File: src/inc/atad_regs.vh
// Purpose: Constants for the card host access decoder.
// Assumes: Attribute addresses are byte addresses on the card address bus.
// Notes: Included by the decoder only; the lane steering module does not include it.
`ifndef ATAD_REGS_VH
`define ATAD_REGS_VH
// ==========================================================================
// Configuration option register
`define ATAD_COR_ADDR 11'h200
`define ATAD_COR_RESET 8'h00
`define ATAD_COR_SRST_BIT 7
`define ATAD_COR_LEVI_BIT 6
`define ATAD_COR_IDX_MSB 5
// ==========================================================================
// Mapping index values
`define ATAD_IDX_MEM 6'h00
`define ATAD_IDX_CONTIG 6'h01
`define ATAD_IDX_PRIMARY 6'h02
`define ATAD_IDX_SECONDARY 6'h03
// ==========================================================================
// Task file windows
`define ATAD_PRI_BASE 11'h1F0
`define ATAD_PRI_ALT 11'h3F6
`define ATAD_SEC_BASE 11'h170
`define ATAD_SEC_ALT 11'h376
`define ATAD_MEM_HI_BASE 11'h400
// ==========================================================================
// True IDE decode
`define ATAD_IDE_ALT_ADDR 3'h6
`define ATAD_IDE_DATA_ADDR 3'h0
// ==========================================================================
// Timing
`define ATAD_CLK_NS 25
`define ATAD_IRQ_PULSE_NS 100
`endif

File: src/rtl/atad_lane.v
// Purpose: Byte lane steering for card mode task file transfers.
// Assumes: Enables are active high; the caller qualifies the outputs, not the enables.
// Notes: Purely combinational; the top module registers every output.
`timescale 1ns/100ps
module atad_lane
(
	input wire low_en_in,
	input wire high_en_in,
	input wire a0_in,
	input wire [15:0] wdata_in,
	input wire [7:0] even_rd_in,
	input wire [7:0] odd_rd_in,
	output reg [15:0] rdata_out,
	output reg [1:0] rd_oe_out,
	output reg [7:0] wr_byte_out,
	output reg wr_odd_out,
	output reg [7:0] wr_hi_byte_out,
	output reg wr_hi_out
);
	// ==========================================================================
	// Lane selection
	always @*
	begin
		rdata_out = 16'h0000;
		rd_oe_out = 2'b00;
		wr_byte_out = 8'h00;
		wr_odd_out = 1'b0;
		wr_hi_byte_out = 8'h00;
		wr_hi_out = 1'b0;
		if (low_en_in && !high_en_in)
		begin
			rd_oe_out = 2'b01;
			rdata_out[7:0] = a0_in ? odd_rd_in : even_rd_in;
			wr_byte_out = wdata_in[7:0];
			wr_odd_out = a0_in;
		end
		else if (low_en_in && high_en_in)
		begin
			rd_oe_out = 2'b11;
			rdata_out = {odd_rd_in, even_rd_in};
			wr_byte_out = wdata_in[7:0];
			wr_odd_out = 1'b0;
			wr_hi_byte_out = wdata_in[15:8];
			wr_hi_out = 1'b1;
		end
		else if (!low_en_in && high_en_in)
		begin
			rd_oe_out = 2'b10;
			rdata_out[15:8] = odd_rd_in;
			wr_hi_byte_out = wdata_in[15:8];
			wr_hi_out = 1'b1;
		end
	end
endmodule

File: src/rtl/atad_decoder.v
// Purpose: Host access decoder of a removable ATA flash card.
// Assumes: Host strobes are synchronous to CLK_IN; task file storage lives elsewhere.
// Notes: The task file itself is reached through the TF_* ports.
`timescale 1ns/100ps
`include "atad_regs.vh"
module atad_decoder
#(
	parameter AW = 11
)
(
	input wire CLK_IN,
	input wire RST_IN,
	input wire CARD_RESET_IN,
	input wire ATTR_SELECT_N_IN,
	input wire LOW_BYTE_CARD_ENABLE_N_IN,
	input wire HIGH_BYTE_CARD_ENABLE_N_IN,
	input wire OUTPUT_ENABLE_N_IN,
	input wire WRITE_ENABLE_N_IN,
	input wire IO_READ_STROBE_N_IN,
	input wire IO_WRITE_STROBE_N_IN,
	input wire [AW-1:0] ADDR_IN,
	input wire [15:0] DATA_IN,
	input wire [7:0] CIS_DATA_IN,
	input wire [7:0] TF_EVEN_DATA_IN,
	input wire [7:0] TF_ODD_DATA_IN,
	input wire BYTE_MODE_SET_IN,
	input wire BYTE_MODE_CLEAR_IN,
	input wire IRQ_EVENT_IN,
	input wire IRQ_ACTIVE_IN,
	output reg [15:0] DATA_OUT,
	output reg [1:0] DATA_OE_OUT,
	output reg SIXTEEN_BIT_IO_INDICATOR_N_OUT,
	output reg [3:0] TF_INDEX_OUT,
	output reg TF_RD_OUT,
	output reg TF_WR_OUT,
	output reg [1:0] TF_WR_LANES_OUT,
	output reg [15:0] TF_WDATA_OUT,
	output reg TF_ALT_OUT,
	output reg TF_CTRL_OUT,
	output reg CARD_RESET_OUT,
	output reg TRUE_IDE_OUT,
	output reg LEVEL_IRQ_OUT,
	output reg IRQ_OUT,
	output reg [5:0] MAP_INDEX_OUT
);
	// ==========================================================================
	// Local definitions
	localparam [1:0] ST_IDLE = 2'b00;
	localparam [1:0] ST_ACCESS = 2'b01;
	localparam [1:0] ST_HOLD = 2'b10;
	localparam integer PULSE_CYC = (`ATAD_IRQ_PULSE_NS + `ATAD_CLK_NS - 1) / `ATAD_CLK_NS;

	// Checks an address against an aligned window of the given size.
	function in_win;
		input [AW-1:0] a;
		input [AW-1:0] base;
		input [AW-1:0] size;
		begin
			in_win = (a >= base) && (a < base + size);
		end
	endfunction

	// ==========================================================================
	// State
	reg soft_reset_bit_r;
	reg level_interrupt_select_r;
	reg [5:0] map_index_r;
	reg true_ide_r;
	reg byte_mode_r;
	reg [1:0] state_r;
	reg [1:0] state_nxt;
	reg [2:0] pulse_cnt_r;
	reg card_reset_d_r;

	// ==========================================================================
	// Access qualification
	wire low_en = !LOW_BYTE_CARD_ENABLE_N_IN;
	wire high_en = !HIGH_BYTE_CARD_ENABLE_N_IN;
	wire any_en = low_en || high_en;
	wire attr = !ATTR_SELECT_N_IN;
	wire io_rd = !IO_READ_STROBE_N_IN;
	wire io_wr = !IO_WRITE_STROBE_N_IN;
	wire io_idle = IO_READ_STROBE_N_IN && IO_WRITE_STROBE_N_IN;
	wire mem_rd = !OUTPUT_ENABLE_N_IN && WRITE_ENABLE_N_IN && io_idle;
	wire mem_wr = !WRITE_ENABLE_N_IN && OUTPUT_ENABLE_N_IN && io_idle;
	wire io_mode = (map_index_r != `ATAD_IDX_MEM);
	wire hard_reset = CARD_RESET_IN || soft_reset_bit_r;
	localparam [AW-1:0] COR_ADDR = `ATAD_COR_ADDR;
	wire cor_hit = (ADDR_IN[AW-1:1] == COR_ADDR[AW-1:1]);

	// Attribute space: configuration and card info structure.
	wire attr_rd = !true_ide_r && attr && mem_rd && any_en;
	wire attr_wr = !true_ide_r && attr && mem_wr && low_en;
	wire attr_even = low_en && !(ADDR_IN[0] && !high_en);

	// Task file window by mapping index.
	reg tf_hit;
	reg [3:0] tf_idx;
	always @*
	begin
		tf_hit = 1'b0;
		tf_idx = ADDR_IN[3:0];
		case (map_index_r)
			`ATAD_IDX_MEM:
			begin
				tf_hit = in_win(ADDR_IN, {AW{1'b0}}, 11'h010) || ADDR_IN[AW-1:10] == 1'b1;
				if (ADDR_IN[AW-1:10] == 1'b1)
				begin
					tf_idx = ADDR_IN[0] ? 4'h9 : 4'h8;
				end
			end
			`ATAD_IDX_CONTIG:
			begin
				tf_hit = 1'b1;
			end
			`ATAD_IDX_PRIMARY:
			begin
				tf_hit = in_win(ADDR_IN, `ATAD_PRI_BASE, 11'h008) || in_win(ADDR_IN, `ATAD_PRI_ALT, 11'h002);
				if (in_win(ADDR_IN, `ATAD_PRI_ALT, 11'h002))
				begin
					tf_idx = {3'b111, ADDR_IN[0]};
				end
			end
			`ATAD_IDX_SECONDARY:
			begin
				tf_hit = in_win(ADDR_IN, `ATAD_SEC_BASE, 11'h008) || in_win(ADDR_IN, `ATAD_SEC_ALT, 11'h002);
				if (in_win(ADDR_IN, `ATAD_SEC_ALT, 11'h002))
				begin
					tf_idx = {3'b111, ADDR_IN[0]};
				end
			end
			default:
			begin
				tf_hit = 1'b0;
			end
		endcase
	end

	// Card task file cycles in memory or I/O card mode.
	wire card_tf_rd = !true_ide_r && any_en && tf_hit &&
		(io_mode ? (attr && io_rd && IO_WRITE_STROBE_N_IN) : (!attr && mem_rd));
	wire card_tf_wr = !true_ide_r && any_en && tf_hit &&
		(io_mode ? (attr && io_wr && IO_READ_STROBE_N_IN) : (!attr && mem_wr));

	// True IDE cycles; both enables low is invalid and ignored.
	wire ide_low = low_en && !high_en;
	wire ide_alt = high_en && !low_en && ADDR_IN[2:0] == `ATAD_IDE_ALT_ADDR;
	wire ide_rd = true_ide_r && io_rd && IO_WRITE_STROBE_N_IN && (ide_low || ide_alt);
	wire ide_wr = true_ide_r && io_wr && IO_READ_STROBE_N_IN && (ide_low || ide_alt);
	wire ide_data = ide_low && ADDR_IN[2:0] == `ATAD_IDE_DATA_ADDR;

	// ==========================================================================
	// Lane steering
	wire [15:0] lane_rdata;
	wire [1:0] lane_oe;
	wire [7:0] lane_wbyte;
	wire lane_wodd;
	wire [7:0] lane_whi;
	wire lane_whi_en;
	atad_lane u_lane
	(
		.low_en_in(low_en),
		.high_en_in(high_en),
		.a0_in(ADDR_IN[0]),
		.wdata_in(DATA_IN),
		.even_rd_in(TF_EVEN_DATA_IN),
		.odd_rd_in(TF_ODD_DATA_IN),
		.rdata_out(lane_rdata),
		.rd_oe_out(lane_oe),
		.wr_byte_out(lane_wbyte),
		.wr_odd_out(lane_wodd),
		.wr_hi_byte_out(lane_whi),
		.wr_hi_out(lane_whi_en)
	);

	// ==========================================================================
	// Access sequencing: one write effect per strobe assertion.
	wire any_wr = attr_wr || card_tf_wr || ide_wr;
	always @*
	begin
		state_nxt = state_r;
		case (state_r)
			ST_IDLE:
			begin
				if (any_wr)
				begin
					state_nxt = ST_ACCESS;
				end
			end
			ST_ACCESS:
			begin
				state_nxt = ST_HOLD;
			end
			ST_HOLD:
			begin
				if (!any_wr)
				begin
					state_nxt = ST_IDLE;
				end
			end
			default:
			begin
				state_nxt = ST_IDLE;
			end
		endcase
	end
	wire wr_fire = (state_r == ST_IDLE) && any_wr;

	// ==========================================================================
	// Configuration option register
	always @(posedge CLK_IN or posedge RST_IN)
	begin
		if (RST_IN)
		begin
			soft_reset_bit_r <= 1'b0;
			level_interrupt_select_r <= 1'b0;
			map_index_r <= `ATAD_IDX_MEM;
		end
		else if (CARD_RESET_IN)
		begin
			soft_reset_bit_r <= 1'b0;
			level_interrupt_select_r <= 1'b0;
			map_index_r <= `ATAD_IDX_MEM;
		end
		else if (wr_fire && attr_wr && cor_hit && attr_even)
		begin
			soft_reset_bit_r <= DATA_IN[`ATAD_COR_SRST_BIT];
			level_interrupt_select_r <= (soft_reset_bit_r || DATA_IN[`ATAD_COR_SRST_BIT]) ? 1'b0 :
				DATA_IN[`ATAD_COR_LEVI_BIT];
			map_index_r <= (soft_reset_bit_r || DATA_IN[`ATAD_COR_SRST_BIT]) ? `ATAD_IDX_MEM :
				DATA_IN[`ATAD_COR_IDX_MSB:0];
		end
		else if (soft_reset_bit_r)
		begin
			level_interrupt_select_r <= 1'b0;
			map_index_r <= `ATAD_IDX_MEM;
		end
	end

	// ==========================================================================
	// Mode and transfer width
	always @(posedge CLK_IN or posedge RST_IN)
	begin
		if (RST_IN)
		begin
			true_ide_r <= 1'b0;
			byte_mode_r <= 1'b0;
			card_reset_d_r <= 1'b0;
			state_r <= ST_IDLE;
		end
		else
		begin
			state_r <= state_nxt;
			card_reset_d_r <= CARD_RESET_IN;
			// Mode is latched as reset ends so a moving output enable cannot flip it mid-session.
			if (card_reset_d_r && !CARD_RESET_IN)
			begin
				true_ide_r <= !OUTPUT_ENABLE_N_IN;
			end
			if (hard_reset)
			begin
				byte_mode_r <= 1'b0;
			end
			else if (BYTE_MODE_SET_IN)
			begin
				byte_mode_r <= 1'b1;
			end
			else if (BYTE_MODE_CLEAR_IN)
			begin
				byte_mode_r <= 1'b0;
			end
		end
	end

	// ==========================================================================
	// Registered port outputs
	always @(posedge CLK_IN or posedge RST_IN)
	begin
		if (RST_IN)
		begin
			DATA_OUT <= 16'h0000;
			DATA_OE_OUT <= 2'b00;
			SIXTEEN_BIT_IO_INDICATOR_N_OUT <= 1'b1;
			TF_INDEX_OUT <= 4'h0;
			TF_RD_OUT <= 1'b0;
			TF_WR_OUT <= 1'b0;
			TF_WR_LANES_OUT <= 2'b00;
			TF_WDATA_OUT <= 16'h0000;
			TF_ALT_OUT <= 1'b0;
			TF_CTRL_OUT <= 1'b0;
			CARD_RESET_OUT <= 1'b1;
			TRUE_IDE_OUT <= 1'b0;
			LEVEL_IRQ_OUT <= 1'b0;
			IRQ_OUT <= 1'b0;
			MAP_INDEX_OUT <= 6'h00;
			pulse_cnt_r <= 3'h0;
		end
		else
		begin
			DATA_OUT <= 16'h0000;
			DATA_OE_OUT <= 2'b00;
			TF_RD_OUT <= 1'b0;
			TF_WR_OUT <= 1'b0;
			TF_WR_LANES_OUT <= 2'b00;
			TF_ALT_OUT <= 1'b0;
			TF_CTRL_OUT <= 1'b0;
			TF_INDEX_OUT <= tf_idx;
			if (attr_rd)
			begin
				// Odd attribute bytes and the upper lane are undefined; zero is driven.
				DATA_OE_OUT <= {high_en, low_en};
				DATA_OUT <= {8'h00, attr_even ? (cor_hit ?
					{soft_reset_bit_r, level_interrupt_select_r, map_index_r} : CIS_DATA_IN) : 8'h00};
			end
			else if (card_tf_rd)
			begin
				DATA_OUT <= lane_rdata;
				DATA_OE_OUT <= lane_oe;
				TF_RD_OUT <= 1'b1;
			end
			else if (ide_rd)
			begin
				TF_RD_OUT <= 1'b1;
				TF_ALT_OUT <= ide_alt;
				TF_INDEX_OUT <= {1'b0, ADDR_IN[2:0]};
				DATA_OE_OUT <= (ide_data && !byte_mode_r) ? 2'b11 : 2'b01;
				DATA_OUT <= (ide_data && !byte_mode_r) ? {TF_ODD_DATA_IN, TF_EVEN_DATA_IN} :
					{8'h00, TF_EVEN_DATA_IN};
			end
			if (wr_fire && card_tf_wr)
			begin
				TF_WR_OUT <= 1'b1;
				TF_WR_LANES_OUT <= {lane_whi_en, !lane_wodd && low_en};
				TF_WDATA_OUT <= {lane_whi, lane_wodd ? 8'h00 : lane_wbyte};
				if (lane_wodd)
				begin
					TF_WR_LANES_OUT <= {1'b1, 1'b0};
					TF_WDATA_OUT <= {lane_wbyte, 8'h00};
				end
			end
			else if (wr_fire && ide_wr)
			begin
				TF_WR_OUT <= 1'b1;
				TF_CTRL_OUT <= ide_alt;
				TF_INDEX_OUT <= {1'b0, ADDR_IN[2:0]};
				TF_WR_LANES_OUT <= (ide_data && !byte_mode_r) ? 2'b11 : 2'b01;
				TF_WDATA_OUT <= DATA_IN;
			end
			SIXTEEN_BIT_IO_INDICATOR_N_OUT <= !((io_mode && !true_ide_r && tf_hit && attr && any_en &&
				!byte_mode_r) || (true_ide_r && !byte_mode_r && ide_data));
			CARD_RESET_OUT <= hard_reset;
			TRUE_IDE_OUT <= true_ide_r;
			LEVEL_IRQ_OUT <= level_interrupt_select_r;
			MAP_INDEX_OUT <= map_index_r;
			// Pulse style holds the event cycle plus the count, so the load is one short of the width.
			if (IRQ_EVENT_IN)
			begin
				pulse_cnt_r <= PULSE_CYC[2:0] - 3'h1;
			end
			else if (pulse_cnt_r != 3'h0)
			begin
				pulse_cnt_r <= pulse_cnt_r - 3'h1;
			end
			IRQ_OUT <= level_interrupt_select_r ? IRQ_ACTIVE_IN : (IRQ_EVENT_IN || pulse_cnt_r != 3'h0);
		end
	end
endmodule

File: config.mk
export PLATFORM = sky130hd
export DESIGN_NAME = atad_decoder
export DESIGN_NICKNAME = d
export VERILOG_FILES = /design/src/rtl/atad_lane.v /design/src/rtl/atad_decoder.v
export VERILOG_INCLUDE_DIRS = /design/src /design/src/inc
export SDC_FILE = /design/constraint.sdc
export NUM_CORES = 1
export LEC_CHECK = 0
export ABC_AREA = 1
export BUFFER_PORTS_ARGS = -buffer_cell sky130_fd_sc_hd__buf_2
export CORE_MARGIN = 4
export CORE_UTILIZATION = 56
export CTS_BUF_LIST = sky130_fd_sc_hd__clkbuf_4 sky130_fd_sc_hd__clkbuf_8
export DETAILED_ROUTE_END_ITERATION = 8
export PLACE_DENSITY = 0.88
export SLEW_MARGIN = 20
export SYNTH_ARGS = -nofsm -noshare
export SYNTH_HDL_FRONTEND = slang
export SYNTH_SLANG_ARGS = --single-unit
File: constraint.sdc
create_clock -name CLK_IN -period 7.2 [get_ports CLK_IN]
set_input_delay 1.44 -clock CLK_IN [delete_from_list [all_inputs] [get_ports CLK_IN]]
set_output_delay 1.44 -clock CLK_IN [all_outputs]
set_load 0.005 [all_outputs]
## Word-level counts from Yosys, hierarchy flattened

Cells that the tools add are included.

| word-level totals | value |
|---|---|
| flip-flop bits (word level) | 71 |
| output and inout port bits | 55 |
| word-level logic and storage cells | 208 |

| operators by class | value |
|---|---|
| add/subtract/negate cells | 1 |
| order comparisons | 10 |
| eq/ne operators | 9 |
| multiplexer cells | 76 |
| reductions and logical operators | 89 |

Operators by type and width:

| kind | number |
|---|---|
| $mux W16 | 7 |
| $mux W8 | 13 |
| $logic_and A1 B1 Y1 | 54 |
| $mux W4 | 8 |
| $mux W1 | 27 |
| $mux W2 | 12 |
| $mux W6 | 4 |
| $ge A11 B10 Y1 const B | 2 |
| $ge A11 B9 Y1 const B | 2 |
| $lt A11 B10 Y1 const B | 2 |
| $lt A11 B9 Y1 const B | 2 |
| $logic_not A1 Y1 | 13 |
| $eq A6 B2 Y1 const B | 2 |
| $pmux W4 S3 | 1 |
| $ge A11 B1 Y1 const B | 1 |
| $logic_or A1 B1 Y1 | 11 |
| $lt A11 B5 Y1 const B | 1 |
| $eq A10 B9 Y1 const B | 1 |
| $reduce_bool A3 Y1 | 3 |
| $eq A6 B1 Y1 const B | 1 |
| $logic_not A6 Y1 | 1 |
| $mux W3 | 2 |
| $pmux W2 S3 | 1 |
| $reduce_bool A2 Y1 | 3 |
| other kinds (10) | 11 |

## Longest topological paths before layout

| logic depth | value |
|---|---|
| depth in word-level cells | 14 |
| mapped depth | 13 |
| depth with buffers taken out | 13 |

## Hierarchy

From an unflattened synthesis, not the netlist that was laid out.

| unflattened totals | value |
|---|---|
| cells, all modules | 525 |
| area total of the unflattened synthesis | 3,946.3 sq um |

By module, submodules not included:

| module | instances | cells each | area an instance (sq um) | seq. area each (sq um) |
|---|---|---|---|---|
| atad_decoder | 1 | 416 | 3,480.8 | 1,779.2 |
| atad_lane | 1 | 109 | 465.4 | 0.0 |

## Least setup slack after synthesis

Ideal clock, no wire load.

| path | value |
|---|---|
| path kind | in2reg |
| start point | input HIGH_BYTE_CARD_ENABLE_N_IN |
| end point | register TF_WDATA_OUT[10] |
| library setup time | 0.117 ns |
| data arrival time | 2.598 ns |
| data required time | 7.083 ns |
| slack | 4.486 ns |
| cell stages on the path | 12 |
| path buffers | 2 |
| cells stage by stage | buf_4 > nor2_2 > nand3_1 > nand2_1 > nand2_1 > nor2_2 > nand2_2 > nand2_4 > inv_4 > buf_6 > nand2_2 > nand2_1 |

| on the way | value |
|---|---|
| word-level cells in the longest chain between the ends | 10 |

Ends and longest elaborated chain:

| item | line | source |
|---|---|---|
| start: declaration | atad_decoder.v:16 | `input wire HIGH_BYTE_CARD_ENABLE_N_IN,` |
| $logic_not A1 Y1 | atad_decoder.v:78 | `wire high_en = !HIGH_BYTE_CARD_ENABLE_N_IN;` |
| $logic_or A1 B1 Y1 | atad_decoder.v:79 | `wire any_en = low_en \|\| high_en;` |
| $logic_and A1 B1 Y1 (3 in series) | atad_decoder.v:142 | `wire card_tf_wr = !true_ide_r && any_en && tf_hit &&` |
| $logic_or A1 B1 Y1 (2 in series) | atad_decoder.v:178 | `wire any_wr = attr_wr \|\| card_tf_wr \|\| ide_wr;` |
| $logic_and A1 B1 Y1 | atad_decoder.v:207 | `wire wr_fire = (state_r == ST_IDLE) && any_wr;` |
| $logic_and A1 B1 Y1, on equally long branches | atad_decoder.v:330, atad_decoder.v:341 |  |
| $mux W16 or $reduce_bool A2 Y1 (tied branches) | n/a |  |
| end signal: assignment | atad_decoder.v:334 | `TF_WDATA_OUT <= {lane_whi, lane_wodd ? 8'h00 : lane_wbyte};` |
| end signal: assignment | atad_decoder.v:338 | `TF_WDATA_OUT <= {lane_wbyte, 8'h00};` |
| end: declaration | atad_decoder.v:37 | `output reg [15:0] TF_WDATA_OUT,` |

Parallel ways exist; a longest one is shown, timed or not.
A chain may end at the register's enable or synchronous reset.

## Final worst setup path

| path | value |
|---|---|
| start point | input HIGH_BYTE_CARD_ENABLE_N_IN |
| end point | register DATA_OUT[11] |

| on the way | value |
|---|---|
| word-level cells in the longest chain between the ends | 8 |

Ends and longest elaborated chain:

| item | line | source |
|---|---|---|
| $logic_not A1 Y1 | atad_decoder.v:78 |  |
| $logic_and A1 B1 Y1 | atad_lane.v:46, atad_decoder.v:147 |  |
| $logic_and A1 B1 Y1 (no source line) | n/a |  |
| $logic_or A1 B1 Y1 | atad_decoder.v:148 | `wire ide_rd = true_ide_r && io_rd && IO_WRITE_STROBE_N_IN && (ide_low \|\| ide_alt);` |
| $logic_and A1 B1 Y1 | atad_decoder.v:148 |  |
| $mux W16 | atad_decoder.v:321 | `else if (ide_rd)` |
| $mux W16 | atad_decoder.v:315 | `else if (card_tf_rd)` |
| $mux W16 * | atad_decoder.v:308 | `if (attr_rd)` |
| end signal: assignment | atad_decoder.v:312 | `DATA_OUT <= {8'h00, attr_even ? (cor_hit ?` |
| end signal: assignment | atad_decoder.v:317 | `DATA_OUT <= lane_rdata;` |
| end signal: assignment | atad_decoder.v:327 | `DATA_OUT <= (ide_data && !byte_mode_r) ? {TF_ODD_DATA_IN, TF_EVEN_DATA_IN} :` |
| end: declaration | atad_decoder.v:30 | `output reg [15:0] DATA_OUT,` |

Every way passes the cells marked *; elsewhere a longest branch is shown, timed or not.

==> reports/qor.csv <==
stage,metric,value,unit
run_status,outcome,"finished, final reports clean",
worst_setup_path,endpoint_kind,flip-flop,
sta,min_period,3.117,ns
final_layout,syn_to_final_growth,25.31,%
worst_setup_path,max_stage_delay,0.60,ns
clock_tree,cts_resized,0,
yosys,synth_top_area_cell,dfrtp_1,
yosys,syn_nets,480,
yosys,synth_ff_type,dfrtp_1,
floorplanning,die_x,87.34,um
yosys,synthMuxAreaShare,0,%
yosys,synth.area.top_cells,"dfrtp_1 (49%), nand2_1 (11%), inv_1 (4.9%)",
global_route,grt_pass1_wl,16140,um
job,max_cap_viol_count,0,
global_route,grt_overflow,0,
worst_setup_path,rr_endpoint,DATA_OUT[11],
routing,drt-pass1-iter-count,7,
yosys,seq_area_frac_synth,50.48,%
final_layout,final_common_cell,buf_2,
placement,io_buffers,119,
yosys,yosysTopAreaCellShare,48.99,%
yosys,synth_xor_area_share,0.2485,%
yosys,ys_ff_latch,71,
sta,min_period_over_period,43.29,%
sta,relSlewSlack,42.59,%
worst_setup_path,worstPathRequired,7.46,ns
placement,place_hpwl,7341,um
worst_hold_path,worstHoldEndpoint,true_ide_r,
final_layout,nNetsFinal,605,
clock_tree,clkSinkCount,71,
worst_setup_path,path_max_fanout,11,
worst_setup_path,ff2ff_path_depth,8,
sta,max_freq,0.3208,GHz
final_layout,multiInputGateArea,0.001515,mm2
worst_setup_path,crit_path_frequent_cell,nand2_1,
floorplanning,core,0.006026,mm2
floorplanning,chipHeight,87.34,um
yosys,synthAdderAreaFrac,0.7100,%
final_layout,antenna_cells,0,
worst_hold_path,min_from,card_reset_d_r,
yosys,synth_warnings,0,
worst_setup_path,worst_path_max_delay_cell,nor2_1,
floorplanning,initial_core_util,58.49,%
worst_setup_path,r2r-start,map_index_r[4],
routing,drc,0,
clock_tree,cts_inserted_buffers,9,
clock_tree,cts_tree,done,
sta,hold_viol,0,
sta,fin_tns_setup,0,ns
yosys,async_flop_share,100.0,%
floorplanning,num_rows,28,
worst_setup_path,critPathArrivalTime,3.38,ns
sta,finalMaxSlewViolations,0,
yosys,netlist_area,0.003525,mm2
sta,setup_viol,0,
clock_tree,cts_root_buf,clkbuf_8,
yosys,synth_top_family_by_area,simple AND/OR/NAND/NOR gates,
worst_hold_path,min_path_cells,1,
clock_tree,ctsLongestPathBuffers,2,
yosys,syn_inst,413,
global_route,grt_pass1_vias,3505,
pwr,power.density,234.9,mW/mm2
routing,ant_nets,0,
placement,place_congestion,0.9210,
floorplanning,dieArea,0.007627,mm2
final_layout,seqCellArea,0.001779,mm2
routing,avgViaCountPerCell,5.605,
routing,wire_per_inst,15.99,um
final_layout,fin_util,73.30,%
yosys,yosys.cell_types.count,43,
worst_setup_path,rrSetupSlack,4.99,ns
global_route,antenna_found_initial,0,
final_layout,final_cell_mix,"buf_2 (119), nand2_1 (104), dfrtp_1 (69)",
clock_tree,clk_latency,0.35,ns
clock_tree,htreeDepth,3,
pwr,power.leakage,2.454,nW
worst_setup_path,path_cells,"buf_2, inv_2, nor2_1, inv_1, nand2_1, nand2_1, nor2_1, nand2_1, a21oi_1",
routing,drt-total-wl,9884,um
yosys,synthSimpleGateAreaFrac,30.35,%
yosys,avgSynthCellArea,8.534,um2
global_route,track_usage,27.15,%
worst_setup_path,cp-start-kind,input port,
global_route,grt_max_degree,72,
floorplanning,ios,120,
yosys,synth_compound_area_share,11.68,%
worst_hold_path,hp-class,reg -> reg,
sta,rsz0062_at_grt,false,
worst_setup_path,crit_type,in -> reg,
final_layout,fillers,438,
routing,drt_iter0_drc,236,
final_layout,layout-drive-gt1-share,33.15,%
clock_tree,cts_setup_buffers,0,
yosys,synth-edff-count,0,
pwr,ir_worst_vdd,0.1749,mV
sta,skew,0.01090,ns
clock_tree,postCtsHoldBufs,0,
clock_tree,clk_pin_slew,0.08,ns
routing,num_vias,3464,
sta,worstMarginPinSlew,0.8611,ns
==> where the power goes <==
group          total [W]  switching (W)  internal (W)
combinational   0.000187       0.000105     0.0000824
sequential      0.000482      0.0000322      0.000450
clock           0.000369       0.000147      0.000221
==> critical path, delay by kind of cell <==
kind	cells	cell delay, ns
compound gates	1	0.28
buf+inv	3	0.39
simple gates	5	1.26
==> cell usage after synthesis, types with 2 or more instances <==
| library cell | number |
|---|---|
| clkbuf_1 | 2 |
| buf_2 | 2 |
| o22ai_1 | 3 |
| dfstp_2 | 2 |
| a32o_1 | 3 |
| nand3_1 | 26 |
| ha_1 | 2 |
| nor3_1 | 3 |
| nor2_2 | 6 |
| a32oi_1 | 2 |
| dfrtp_1 | 69 |
| o21ai_0 | 14 |
| o31ai_1 | 3 |
| nor2_1 | 38 |
| a21oi_1 | 16 |
| nand2_2 | 14 |
| or2_1 | 2 |
| nand4_1 | 10 |
| inv_1 | 46 |
| nand2_1 | 104 |
| nor2_4 | 2 |
| and3_1 | 2 |
| nand3_2 | 4 |
| nor4_1 | 2 |
| nand3_4 | 2 |
| a31oi_1 | 2 |
| inv_2 | 4 |
| a21boi_0 | 2 |
| o211ai_1 | 12 |
==> through the flow <==
step                      setup slack [ns]  hold WS, ns  area [um2]  power [W]  cells
after floorplan                      3.967       0.4093        3525  0.0005830    413
after global placement               4.039       0.4466        4185  0.0006679    602
after detailed placement             3.874       0.4494        4185  0.0006736    602
after CTS                            4.171       0.4654        4417   0.001043    618
after global routing                 3.910       0.4831        4417   0.001090    618
final                                4.083       0.4627        4417   0.001038    618
==> routing by layer <==
metal / global-route usage (%) / part of all wire, % / up-vias
met5: 0 / 0 / -
met4: 12.41 / 3.0 / 0
met3: 7.096 / 11 / 31
met2: 43.63 / 47 / 232
met1: 34.28 / 39 / 1599
li1: - / - / 1602
==> state kept, by name (all words and copies together) (netlist names), 2 cells and up <==
register / cells
pulse_cnt_r: 3
DATA_OUT: 16
MAP_INDEX_OUT: 6
DATA_OE_OUT: 2
TF_WR_LANES_OUT: 2
state_r: 2
TF_WDATA_OUT: 16
map_index_r: 6
TF_INDEX_OUT: 4
==> kinds of logic (layout without fill, tap and decap cells) <==
family / count (synthesis) / after routing
xor+xnor: 1 / 1
fa+ha+maj: 2 / 2
buf+inv: 57 / 187
flops: 71 / 71
compound gates: 62 / 62
simple gates: 220 / 220
==> cell type report <==
type	instances	share of cell area, %
clock buffers	13	3.768
multi-input cells	285	34.31
inverters	51	4.391
well taps	75	2.125
repair buffers	120	13.65
flip-flops and latches	71	40.28
clock inverters	3	1.473
==> worst max-delay path by stage <==
stage / end / slack (ns) / startpoint / depth (start not counted)
6_report: DATA_OUT[11] / 4.08 / HIGH_BYTE_CARD_ENABLE_N_IN / 9
3_3_place_gp: DATA_OUT[12] / 4.04 / HIGH_BYTE_CARD_ENABLE_N_IN / 9
4_1_cts: DATA_OUT[11] / 4.17 / HIGH_BYTE_CARD_ENABLE_N_IN / 9
3_5_place_dp: DATA_OUT[14] / 3.87 / HIGH_BYTE_CARD_ENABLE_N_IN / 9
2_1_floorplan: DATA_OE_OUT[0] / 3.97 / RST_IN / 1
5_1_grt: DATA_OUT[11] / 3.91 / HIGH_BYTE_CARD_ENABLE_N_IN / 9
Power figures use the tool's default switching activity.
